===== config.mk =====
export PLATFORM = sky130hd
export DESIGN_NAME = lrs_link_rx_status
export DESIGN_NICKNAME = d
export VERILOG_FILES = /design/src/hw/lrs_sync2.v /design/src/hw/lrs_rise.v /design/src/hw/lrs_link_rx_status.v
export VERILOG_INCLUDE_DIRS = /design/src /design/src/hw
export SDC_FILE = /design/constraint.sdc
export NUM_CORES = 1
export LEC_CHECK = 0
export ABC_AREA = 1
export BUFFER_PORTS_ARGS = -buffer_cell sky130_fd_sc_hd__buf_2
export CORE_MARGIN = 10
export CORE_UTILIZATION = 40
export DETAILED_ROUTE_END_ITERATION = 7
export SLEW_MARGIN = 10
export SYNTH_ARGS = -nofsm -noshare
export SYNTH_HDL_FRONTEND = slang
export SYNTH_SLANG_ARGS = --single-unit

===== constraint.sdc =====
create_clock -name ref_clk -period 6.2 [get_ports ref_clk]
set_input_delay 0 -clock ref_clk [delete_from_list [all_inputs] [get_ports ref_clk]]
set_output_delay 0 -clock ref_clk [all_outputs]
set_load 0.05 [all_outputs]

===== src/hw/lrs_map.vh =====
// register offsets, field positions and reset values of the receive status group
`ifndef LRS_MAP_VH
`define LRS_MAP_VH
// register indices; byte address is four times the index
`define LRS_IDX_FREQ_INT 8'h4f
`define LRS_IDX_FREQ_FRAC 8'h50
`define LRS_IDX_ALARM 8'h51
`define LRS_IDX_VOLT 8'h52
`define LRS_IDX_TEMP 8'h53
`define LRS_IDX_CSI 8'h54
`define LRS_IDX_PAR_HI 8'h55
`define LRS_IDX_PAR_LO 8'h56
`define LRS_IDX_BIST 8'h57
`define LRS_IDX_IRQ_STAT 8'h60
`define LRS_IDX_IRQ_CLR 8'h61
`define LRS_IDX_IRQ_EN 8'h62
`define LRS_IDX_PAR_THOLD 8'h63
`define LRS_IDX_PAR_STS 8'h64
// field layouts
`define LRS_ALARM_W 6
`define LRS_VOLT_W 3
`define LRS_TEMP_W 3
`define LRS_CSI_W 5
`define LRS_VOLT_A_LSB 0
`define LRS_VOLT_B_LSB 4
// interrupt status bits
`define LRS_IRQ_W 3
`define LRS_IRQ_PAR 0
`define LRS_IRQ_ALARM 1
`define LRS_IRQ_CSI 2
// reset values, count increment and saturation limit
`define LRS_RST_BYTE 8'h00
`define LRS_RST_CNT 16'h0000
`define LRS_RST_THOLD 16'h0000
`define LRS_RST_IRQ 3'h0
`define LRS_CNT_MAX 16'hffff
`define LRS_CNT_ONE 16'h0001
`endif


===== src/hw/lrs_sync2.v =====
// two-flop synchroniser for a W-bit level from outside the clock domain
`timescale 1ns/1ps
module lrs_sync2 #(
  parameter W = 1
) (
  ref_clk,
  rst,
  din,
  dout
);
  input wire ref_clk;
  input wire rst;
  input wire [W-1:0] din;
  output reg [W-1:0] dout;
  reg [W-1:0] meta_r;
  always @(posedge ref_clk or posedge rst)
  begin
    if (rst)
    begin
      meta_r <= {W{1'b0}};
      dout <= {W{1'b0}};
    end
    else
    begin
      meta_r <= din;
      dout <= meta_r;
    end
  end
endmodule


===== src/hw/lrs_rise.v =====
// rising-edge pulse from an already synchronised level
`timescale 1ns/1ps
module lrs_rise (
  ref_clk,
  rst,
  lvl,
  pulse
);
  input wire ref_clk;
  input wire rst;
  input wire lvl;
  output wire pulse;
  reg prev_r;
  always @(posedge ref_clk or posedge rst)
  begin
    if (rst)
      prev_r <= 1'b0;
    else
      prev_r <= lvl;
  end
  assign pulse = lvl & ~prev_r;
endmodule


===== src/hw/lrs_link_rx_status.v =====
// receive-port status, mirrored remote sensor fields and error counters
`timescale 1ns/1ps
`include "lrs_map.vh"
module lrs_link_rx_status (
  ref_clk,
  rst,
  avs_address,
  avs_read,
  avs_write,
  avs_writedata,
  avs_byteenable,
  avs_readdata,
  avs_waitrequest,
  freqIntegerIn,
  freqFractionIn,
  remoteLoad,
  remoteAlarmIn,
  remoteVoltBIn,
  remoteVoltAIn,
  remoteTempIn,
  remoteCsiIn,
  parityErrPulse,
  lockDetect,
  selftestErrIn,
  parityErrFlag,
  irq
);
  input wire ref_clk;
  input wire rst;
  input wire [9:0] avs_address;
  input wire avs_read;
  input wire avs_write;
  input wire [31:0] avs_writedata;
  input wire [3:0] avs_byteenable;
  output reg [31:0] avs_readdata;
  output reg avs_waitrequest;
  input wire [7:0] freqIntegerIn;
  input wire [7:0] freqFractionIn;
  input wire remoteLoad;
  input wire [5:0] remoteAlarmIn;
  input wire [2:0] remoteVoltBIn;
  input wire [2:0] remoteVoltAIn;
  input wire [2:0] remoteTempIn;
  input wire [4:0] remoteCsiIn;
  input wire parityErrPulse;
  input wire lockDetect;
  input wire [7:0] selftestErrIn;
  output reg parityErrFlag;
  output reg irq;

  // ==========================================================
  // input synchronisation
  // ==========================================================
  // the receiver front end runs on its own recovered clock, so every level is resynced
  wire [7:0] freqIntS;
  wire [7:0] freqFracS;
  wire [7:0] bistS;
  wire [5:0] alarmS;
  wire [2:0] voltBS;
  wire [2:0] voltAS;
  wire [2:0] tempS;
  wire [4:0] csiS;
  wire loadS;
  wire parS;
  wire lockS;
  wire loadRise;
  wire parRise;
  wire lockRise;

  lrs_sync2 #(.W(8)) uSyncFi (
    .ref_clk(ref_clk),
    .rst(rst),
    .din(freqIntegerIn),
    .dout(freqIntS)
  );
  lrs_sync2 #(.W(8)) uSyncFf (
    .ref_clk(ref_clk),
    .rst(rst),
    .din(freqFractionIn),
    .dout(freqFracS)
  );
  lrs_sync2 #(.W(8)) uSyncBi (
    .ref_clk(ref_clk),
    .rst(rst),
    .din(selftestErrIn),
    .dout(bistS)
  );
  // the remote fields are qualified by the load strobe, so a bitwise sync is enough
  lrs_sync2 #(.W(20)) uSyncRm (
    .ref_clk(ref_clk),
    .rst(rst),
    .din({remoteAlarmIn, remoteVoltBIn, remoteVoltAIn, remoteTempIn, remoteCsiIn}),
    .dout({alarmS, voltBS, voltAS, tempS, csiS})
  );
  lrs_sync2 #(.W(3)) uSyncEv (
    .ref_clk(ref_clk),
    .rst(rst),
    .din({remoteLoad, parityErrPulse, lockDetect}),
    .dout({loadS, parS, lockS})
  );

  // edge detectors start low: a strobe pin idling high would give one event after reset
  lrs_rise uRiseLd (
    .ref_clk(ref_clk),
    .rst(rst),
    .lvl(loadS),
    .pulse(loadRise)
  );
  lrs_rise uRisePar (
    .ref_clk(ref_clk),
    .rst(rst),
    .lvl(parS),
    .pulse(parRise)
  );
  lrs_rise uRiseLk (
    .ref_clk(ref_clk),
    .rst(rst),
    .lvl(lockS),
    .pulse(lockRise)
  );

  // ==========================================================
  // measured and mirrored registers
  // ==========================================================
  reg [7:0] freqInt_r;
  reg [7:0] freqFrac_r;
  reg [7:0] bist_r;
  reg [7:0] freqIntPrev_r;
  reg [7:0] freqFracPrev_r;
  reg [7:0] bistPrev_r;
  reg [5:0] alarm_r;
  reg [2:0] voltB_r;
  reg [2:0] voltA_r;
  reg [2:0] temp_r;
  reg [4:0] csi_r;

  always @(posedge ref_clk or posedge rst)
  begin
    if (rst)
    begin
      freqInt_r <= `LRS_RST_BYTE;
      freqFrac_r <= `LRS_RST_BYTE;
      bist_r <= `LRS_RST_BYTE;
      freqIntPrev_r <= `LRS_RST_BYTE;
      freqFracPrev_r <= `LRS_RST_BYTE;
      bistPrev_r <= `LRS_RST_BYTE;
      alarm_r <= {`LRS_ALARM_W{1'b0}};
      voltB_r <= {`LRS_VOLT_W{1'b0}};
      voltA_r <= {`LRS_VOLT_W{1'b0}};
      temp_r <= {`LRS_TEMP_W{1'b0}};
      csi_r <= {`LRS_CSI_W{1'b0}};
    end
    else
    begin
      // these words have no strobe and may be caught mid-change bit by bit,
      // so a value is taken only once two successive samples agree
      freqIntPrev_r <= freqIntS;
      freqFracPrev_r <= freqFracS;
      bistPrev_r <= bistS;
      if (freqIntS == freqIntPrev_r)
        freqInt_r <= freqIntS;
      if (freqFracS == freqFracPrev_r)
        freqFrac_r <= freqFracS;
      if (bistS == bistPrev_r)
        bist_r <= bistS;
      // the remote frame has settled by the time its load strobe has crossed over
      if (loadRise)
      begin
        alarm_r <= alarmS;
        voltB_r <= voltBS;
        voltA_r <= voltAS;
        temp_r <= tempS;
        csi_r <= csiS;
      end
    end
  end

  // ==========================================================
  // bus decode
  // ==========================================================
  // one wait state: the request is answered on the second edge it is seen
  wire [7:0] regIdx;
  wire busReq;
  wire rdCap;
  wire wrTake;
  wire clrWr;
  wire enWr;
  wire tholdWr;
  assign regIdx = avs_address[9:2];
  assign busReq = avs_read | avs_write;
  // read data is snapshot on the edge the request is first seen
  assign rdCap = avs_read & avs_waitrequest;
  assign wrTake = avs_write & ~avs_waitrequest & avs_byteenable[0];
  assign clrWr = wrTake & (regIdx == `LRS_IDX_IRQ_CLR);
  assign enWr = wrTake & (regIdx == `LRS_IDX_IRQ_EN);
  // the threshold has its own byte lanes, so it does not need lane 0
  assign tholdWr = avs_write & ~avs_waitrequest & (regIdx == `LRS_IDX_PAR_THOLD);

  // the count clears on the snapshot edge itself: an error arriving between
  // snapshot and answer would otherwise be dropped without ever being read
  wire rdLo;
  assign rdLo = rdCap & (regIdx == `LRS_IDX_PAR_LO);

  // ==========================================================
  // parity counter, threshold and flag
  // ==========================================================
  reg [15:0] parCnt_r;
  reg [15:0] parCnt_nxt;
  reg [15:0] thold_r;

  always @*
  begin
    parCnt_nxt = parCnt_r;
    if (lockRise | rdLo)
      parCnt_nxt = `LRS_RST_CNT;
    // an error in the clearing cycle counts as the first of the new run
    if (parRise)
    begin
      if (lockRise | rdLo)
        parCnt_nxt = `LRS_CNT_ONE;
      else if (parCnt_r != `LRS_CNT_MAX)
        // saturate so a flood of errors never wraps round to a small count
        parCnt_nxt = parCnt_r + `LRS_CNT_ONE;
    end
  end

  always @(posedge ref_clk or posedge rst)
  begin
    if (rst)
    begin
      parCnt_r <= `LRS_RST_CNT;
      parityErrFlag <= 1'b0;
    end
    else
    begin
      parCnt_r <= parCnt_nxt;
      parityErrFlag <= (parCnt_nxt > thold_r);
    end
  end

  // ==========================================================
  // interrupt status, clear, enable and threshold
  // ==========================================================
  reg [2:0] irqStat_r;
  reg [2:0] irqEn_r;
  reg [2:0] irqEvt;
  reg [2:0] irqClr;

  always @*
  begin
    irqEvt = `LRS_RST_IRQ;
    irqEvt[`LRS_IRQ_PAR] = (parCnt_nxt > thold_r) & ~parityErrFlag;
    irqEvt[`LRS_IRQ_ALARM] = loadRise & (alarmS != alarm_r);
    irqEvt[`LRS_IRQ_CSI] = loadRise & (csiS != csi_r);
    irqClr = `LRS_RST_IRQ;
    if (clrWr)
      irqClr = avs_writedata[2:0];
  end

  always @(posedge ref_clk or posedge rst)
  begin
    if (rst)
    begin
      irqStat_r <= `LRS_RST_IRQ;
      irqEn_r <= `LRS_RST_IRQ;
      thold_r <= `LRS_RST_THOLD;
      irq <= 1'b0;
    end
    else
    begin
      // a new event wins over a clear written in the same cycle
      irqStat_r <= (irqStat_r & ~irqClr) | irqEvt;
      // built from the stored enable, so irq follows an enable write one cycle late
      irq <= |(((irqStat_r & ~irqClr) | irqEvt) & irqEn_r);
      if (enWr)
        irqEn_r <= avs_writedata[2:0];
      if (tholdWr)
      begin
        if (avs_byteenable[0])
          thold_r[7:0] <= avs_writedata[7:0];
        if (avs_byteenable[1])
          thold_r[15:8] <= avs_writedata[15:8];
      end
    end
  end

  // ==========================================================
  // read mux and waitrequest
  // ==========================================================
  // reserved bits read zero because every case starts from an all-zero word
  reg [31:0] rdMux;
  always @*
  begin
    rdMux = 32'h00000000;
    case (regIdx)
      `LRS_IDX_FREQ_INT: rdMux[7:0] = freqInt_r;
      `LRS_IDX_FREQ_FRAC: rdMux[7:0] = freqFrac_r;
      `LRS_IDX_ALARM: rdMux[5:0] = alarm_r;
      `LRS_IDX_VOLT:
      begin
        rdMux[`LRS_VOLT_B_LSB+`LRS_VOLT_W-1:`LRS_VOLT_B_LSB] = voltB_r;
        rdMux[`LRS_VOLT_A_LSB+`LRS_VOLT_W-1:`LRS_VOLT_A_LSB] = voltA_r;
      end
      `LRS_IDX_TEMP: rdMux[2:0] = temp_r;
      `LRS_IDX_CSI: rdMux[4:0] = csi_r;
      `LRS_IDX_PAR_HI: rdMux[7:0] = parCnt_r[15:8];
      `LRS_IDX_PAR_LO: rdMux[7:0] = parCnt_r[7:0];
      `LRS_IDX_BIST: rdMux[7:0] = bist_r;
      `LRS_IDX_IRQ_STAT: rdMux[2:0] = irqStat_r;
      `LRS_IDX_IRQ_EN: rdMux[2:0] = irqEn_r;
      `LRS_IDX_PAR_THOLD: rdMux[15:0] = thold_r;
      `LRS_IDX_PAR_STS: rdMux[0] = parityErrFlag;
      default: rdMux = 32'h00000000;
    endcase
  end

  // writes to status, count and mirror registers have no path to them
  always @(posedge ref_clk or posedge rst)
  begin
    if (rst)
    begin
      avs_waitrequest <= 1'b1;
      avs_readdata <= 32'h00000000;
    end
    else
    begin
      avs_waitrequest <= ~(busReq & avs_waitrequest);
      if (rdCap)
        avs_readdata <= rdMux;
    end
  end
endmodule


-- After elaboration in Yosys (flattened, before gate mapping)
Index checks and enable logic that the tools add are counted.
- output and inout bits: 35
- bits of input ports: 97
- bits in registers: 222
- muxes and demuxes: 13
- reduce and logical (&&, ||, !) cells: 3
- $lt $le $gt $ge: 1
- bitwise gates (word level): 26
- equality and inequality tests: 20
- add/sub/neg operators: 1
- operators with widths (kind ; number):
    8-bit by 7-bit == test with 1-bit output, second input constant ; 14
    16-bit two-way mux ; 4
    8-bit == test ; 3
    2-bit one-hot mux with 12 select lines ; 1
    16-bit by 1-bit adder with 16-bit output, second input constant ; 1
    16-bit greater-than comparator ; 1
    16-bit inequality test, second input constant ; 1
    1-bit one-hot mux with 8 select lines ; 2
    1-bit bitwise AND ; 14
    1-bit one-hot mux with 13 select lines ; 1
    1-bit one-hot mux with 9 select lines ; 1
    8-bit two-way mux ; 1
    1-bit one-hot mux with 7 select lines ; 1
    3-bit bitwise AND ; 2
    6-bit inequality test ; 1
    1-bit NOT ; 6
    1-bit one-hot mux with 6 select lines ; 1
    5-bit inequality test ; 1
    2-bit AND reduction ; 2
    3-bit two-way mux ; 1
    3-bit NOT ; 1
    3-bit OR ; 1
    3-bit OR reduction ; 1
    1-bit OR ; 2

-- Longest topological paths before layout
- depth after elaboration: 12
- gate-level depth with buffers: 24

-- Cells and area by module
From an unflattened synthesis, not the netlist that was laid out.
- cells, all modules: 904
- area total of the unflattened synthesis: 9152.5 µm²
- modules (own cells, without submodules) (module ; sequential area each (µm²) ; cells an instance ; instances ; area an instance (µm²)):
    lrs_link_rx_status ; 3129.3 ; 793 ; 1 ; 6665.1
    lrs_sync2 at uSyncBi ... ; 400.4 ; 17 ; 3 ; 404.1
    lrs_sync2 at uSyncRm ; 1001.0 ; 41 ; 1 ; 1004.7
    lrs_sync2 at uSyncEv ; 150.1 ; 7 ; 1 ; 153.9
    lrs_rise ; 25.0 ; 4 ; 3 ; 38.8

-- Least setup slack after synthesis
No wires, ideal clock.
- kind: register to register
- start: register avs_waitrequest
- end: register irq
- clock period less this slack: 2.620 ns
- stages on the path, launching flop included: 19
- arrival time: 2.504 ns
- setup slack: 3.580 ns
- cell sequence: dfstp_2 > nand2_1 > inv_2 > nand3_1 > nand2_1 > inv_2 > buf_2 > nand2_1 > nor2_1 > ha_1 > nand2_1 > nor2_1 > nand4_1 > inv_1 > nand3b_1 > nand3_1 > nand2_1 > nand2_1 > nand2_1
- cells in the longest elaborated chain, start to end: 12
- elaborated cells on any way between the ends: 19
- classes of those cells: order compare (1); mux (5); bitwise (12); reduce/logical (1)
- RTL lines (what ; line ; RTL):
    start, declared ; lrs_link_rx_status.v:36 ; output reg avs_waitrequest;
    start signal, assigned ; lrs_link_rx_status.v:327 ; avs_waitrequest <= ~(busReq & avs_waitrequest);
    1-bit bitwise AND * ; lrs_link_rx_status.v:192 ; assign rdCap = avs_read & avs_waitrequest;
    1-bit bitwise AND * ; lrs_link_rx_status.v:202 ; assign rdLo = rdCap & (regIdx == `LRS_IDX_PAR_LO);
    1-bit OR * ; lrs_link_rx_status.v:214, lrs_link_rx_status.v:219 ;
    16-bit two-way mux ; lrs_link_rx_status.v:214 ; if (lockRise | rdLo)
    16-bit two-way mux ; lrs_link_rx_status.v:221 ; else if (parCnt_r != `LRS_CNT_MAX)
    16-bit two-way mux ; lrs_link_rx_status.v:219 ; if (lockRise | rdLo)
    16-bit two-way mux * ; lrs_link_rx_status.v:217 ; if (parRise)
    named net parCnt_nxt[15] ; lrs_link_rx_status.v:208 ; reg [15:0] parCnt_nxt;
    16-bit greater-than comparator * ; lrs_link_rx_status.v:252 ; irqEvt[`LRS_IRQ_PAR] = (parCnt_nxt > thold_r) & ~parityErrFlag;
    1-bit bitwise AND * ; lrs_link_rx_status.v:252 ;
    3-bit OR * ; lrs_link_rx_status.v:274 ; irq <= |(((irqStat_r & ~irqClr) | irqEvt) & irqEn_r);
    3-bit bitwise AND * ; lrs_link_rx_status.v:274 ;
    3-bit OR reduction * ; lrs_link_rx_status.v:274 ;
    end signal, assigned ; lrs_link_rx_status.v:274 ;
    end, declared ; lrs_link_rx_status.v:49 ; output reg irq;
The timed path passes the listed nets; every way through them passes the cells marked *.
A chain may end at the register's enable or synchronous reset.

-- Final worst setup path
- start: input port avs_address[6]
- end: register irq
- cells in the longest elaborated chain, start to end: 12
- elaborated cells on any way between the ends: 17
- classes of those cells: order compare (1); eq/ne (2); mux (5); bitwise (8); reduce/logical (1)
- RTL lines (what ; line ; RTL):
    start, declared ; lrs_link_rx_status.v:30 ; input wire [9:0] avs_address;
    8-bit by 7-bit == test with 1-bit output * ; - ;
    1-bit bitwise AND * ; lrs_link_rx_status.v:202 ;
    1-bit OR * ; lrs_link_rx_status.v:214, lrs_link_rx_status.v:219 ;
    16-bit two-way mux ; lrs_link_rx_status.v:214 ;
    16-bit two-way mux ; lrs_link_rx_status.v:221 ;
    16-bit two-way mux ; lrs_link_rx_status.v:219 ;
    16-bit two-way mux * ; lrs_link_rx_status.v:217 ;
    named net parCnt_nxt[8] ; lrs_link_rx_status.v:208 ;
    16-bit greater-than comparator * ; lrs_link_rx_status.v:252 ;
    1-bit bitwise AND * ; lrs_link_rx_status.v:252 ;
    3-bit OR * ; lrs_link_rx_status.v:274 ;
    3-bit bitwise AND * ; lrs_link_rx_status.v:274 ;
    3-bit OR reduction * ; lrs_link_rx_status.v:274 ;
Marked as above.

==> impl_results.md <==
* DRC errors left at 0
* Worst-path clk slew at 0.06 ns
* Tcrit/Tclk final at 55.28%
* Total power at 3.350 mW
* Status: completed
* Core area at 21890 µm²
* Final clock skew at 0.009990 ns
* Crit path arrival time at 3.83 ns
* Fmax achieved at 291.8 MHz
* Detail Route Antenna Nets at 0
* Dpl ws at 2.846 ns
* DIE AREA at 28760 µm²
* Post-synthesis sequential area ratio at 62.08%
* Layout cells sized above 1 at 14.86%
* Mapped cell area at 8951 µm²
* Final WL at 20100 µm
* Endpoints failing setup at 0
* Post-Synth Simple-Gate Area at 20.74%
* Most common cell after layout, fill and taps aside: nand2_1
* Max cap viols at 0
* Synth area leaders: dfrtp_1, nand2_1, nand3_1
* H-tree Lvls at 1
* Xor-xnor portion of the synthesized cell area at 3.131%
* Largest family of logic cells by synthesized area: simple AND/OR/NAND/NOR gates
* Peak supply drop at 227.8 µV
* # clock sinks at 222
* Syn_area_per_cell at 9.902 µm²
* Critical path cell sequence: dlygate4sd3_1, buf_2, inv_2, nor3_2, nand3_1, nand2_1, inv_2, o211ai_1, a21boi_0, ha_1, nand2_1, inv_1, nand4_1, inv_1, nand3b_1, nand3_1, nand2_1, nand2_1, nand2_1
* Slew @ Worst Pin at 1.067 ns
* Primary FF master, synth: dfrtp_1
* Worst hold-check path type: primary input to register
* RSZ-0062 raised after global routing: false
* Num rows at 54
* Drt first pass iters at 5
* Post-Layout Inst Area at 11300 µm²
* Pins over their slew limit at 0
* Startpoint Class: primary input
* Layout Utilization at 51.63%
* Die W at 169.6 µm
* Setup Buffers After CTS at 0
* Most frequent cells in the layout: nand2_1, dfrtp_1, buf_2, inv_1, dlygate4sd3_1
* Placement-stage cell area at 9686 µm²
* Post-synthesis mux area share at 0.1118%
* Root Buffer: clkbuf_16
* Layout area overhead at 26.28%
* Global-route wire length before repair at 33310 µm
* Clock Path Buffers at 3
* CTS buffer count at 24
* Final WS setup at 2.773 ns
* Crit. End Element: register
* IO buf count at 95
* Tot GR Track Use at 14.01%
* Via Count at 6442
* Area share of fa/ha/maj cells after synthesis at 2.376%
* Worst EP required at 6.61 ns
* Min cycle time layout at 3.427 ns
* Final hold violations at 0
* Post-synthesis cell type count at 38
* Leak pwr at 5.639 nW
* Clk_lat worst skew at 0.52 ns
* Yosys warning count at 0
* Synth Area in Compound Gates at 5.927%
* Crit Path Max Fanout at 20
* Gpl congestion at 0.9055
* Starting DRT DRC Count at 433
* Post-synth EDFFs at 0
* Io pins at 132
* Syn Inst Count at 904
* Top-area cell type share of the netlist area at 61.78%
* Vias in the first global route at 6457
* Vias per cell at 4.631
* Layout fillers at 1967
* Setup_tns at 0 ns
* Pwr per Cell Area at 296.4 nW/µm²
* Slew margin rel. at 28.49%
* Pin count of the biggest net entering global routing at 143
* Net count reported at finish at 1206
* CP Buf/Inv Count at 6
* CP dominant cell by count: nand2_1
* Initial core utilization at 40.89%
* CP Class: primary input to register
* Yosys reg bits at 222
* Crit-path slowest cell: nor3_2
* TritonCTS clock tree: built
* Congestion Overflow GR at 0
* CP peak stage delay at 0.86 ns
* Initial antenna violation count at 2
* Die Y at 169.6 µm
* Yosys top cell by area: dfrtp_1
* HPWL Detailed at 14010 µm
* Async SR Flop Fraction at 100.0%
* Top delay family on crit path: simple AND/OR/NAND/NOR gates
* Wire per inst at 14.45 µm
path summary, 6_finish.rpt:
kind                                    from                end  slack, ns  cells past startpoint
setup / recovery              avs_address[6]                irq       2.77                     19
hold / removal                avs_address[2]    avs_readdata[7]       0.07                      5
setup reg to reg             avs_waitrequest                irq       3.03                     18
hold reg to reg            uSyncFf.meta_r[1]    uSyncFf.dout[1]       0.34                      0
max in group asynchronous                rst        parCnt_r[8]       4.38                      4
min in group asynchronous                rst  uSyncFf.meta_r[1]       0.23                      3
registers in the layout (all words and copies together) (netlist names), 16 cells and up:
signal	count
uSyncRm.dout	20
uSyncRm.meta_r	20
avs_readdata	16
parCnt_r	16
thold_r	16
where the power goes:
group	switching, mW	internal, mW
clock network	0.590	0.914
registers	0.0529	1.54
logic	0.159	0.0966
cell usage after synthesis, types with 8 or more instances:
library cell / count
o21ai_0: 38
xor2_1: 31
dfrtp_1: 221
o21ai_1: 11
a21oi_1: 32
buf_4: 18
nand4_1: 9
inv_1: 79
ha_1: 17
o31ai_1: 8
nor2_1: 61
nand2_1: 252
nand3_1: 65
nor3_1: 11
final cells by class:
cell class                      instances  area, µm²  area share (%)
Antenna cell                            1      2.502         0.02214
Tap cell                              280      350.3           3.099
Sequential cell                       222       5557           49.16
Multi-Input combinational cell        583       2950           26.10
Inverter                               86      330.3           2.922
Timing Repair Buffer                  175       1269           11.22
Clock inverter                         14      201.4           1.782
Clock buffer                           30      643.1           5.690
through the flow:
| stage | hold WS, ns | std cells |
|---|---|---|
| 6_report | 0.07223 | 1391 |
| 5_1_grt | 0.1034 | 1390 |
| 3_5_place_dp | 0.1094 | 1269 |
| 3_3_place_gp | 0.1074 | 1269 |
| 4_1_cts | 0.04211 | 1390 |
| 2_1_floorplan | 0.03143 | 919 |
routing by layer:
metal | GRT usage, % | share of wire, % | vias up
li1 | - | - | 3252
met2 | 21.98 | 46 | 136
met5 | 0 | 0.17 | -
met4 | 4.015 | 1.7 | 4
met3 | 2.872 | 4.9 | 28
met1 | 19.23 | 47 | 3022
cell families (layout without fill, tap and decap cells):
group	after synthesis	in the layout
simple gates	419	419
flops	222	222
buf+inv	114	305
compound gates	98	98
xor+xnor	32	32
fa+ha+maj	17	17
other cells	1	17
mux	1	1
worst reg2reg max path: stages (launching register included):
cell	delay, ns
dfstp_2	0.55
nand2_1	0.06
buf_4	0.21
inv_2	0.19
nand3_1	0.19
nand2_1	0.34
inv_2	0.19
o211ai_1	0.13
a21boi_0	0.15
ha_1	0.33
nand2_1	0.05
inv_1	0.05
nand4_1	0.13
inv_1	0.11
nand3b_1	0.09
nand3_1	0.11
nand2_1	0.07
nand2_1	0.06
nand2_1	0.05
timing repair:
action,in CTS,in global routing
resized for setup,0,0
hold buffers,77,0
hold endpoints to repair,223,0
(Power assumes the default switching activity.)
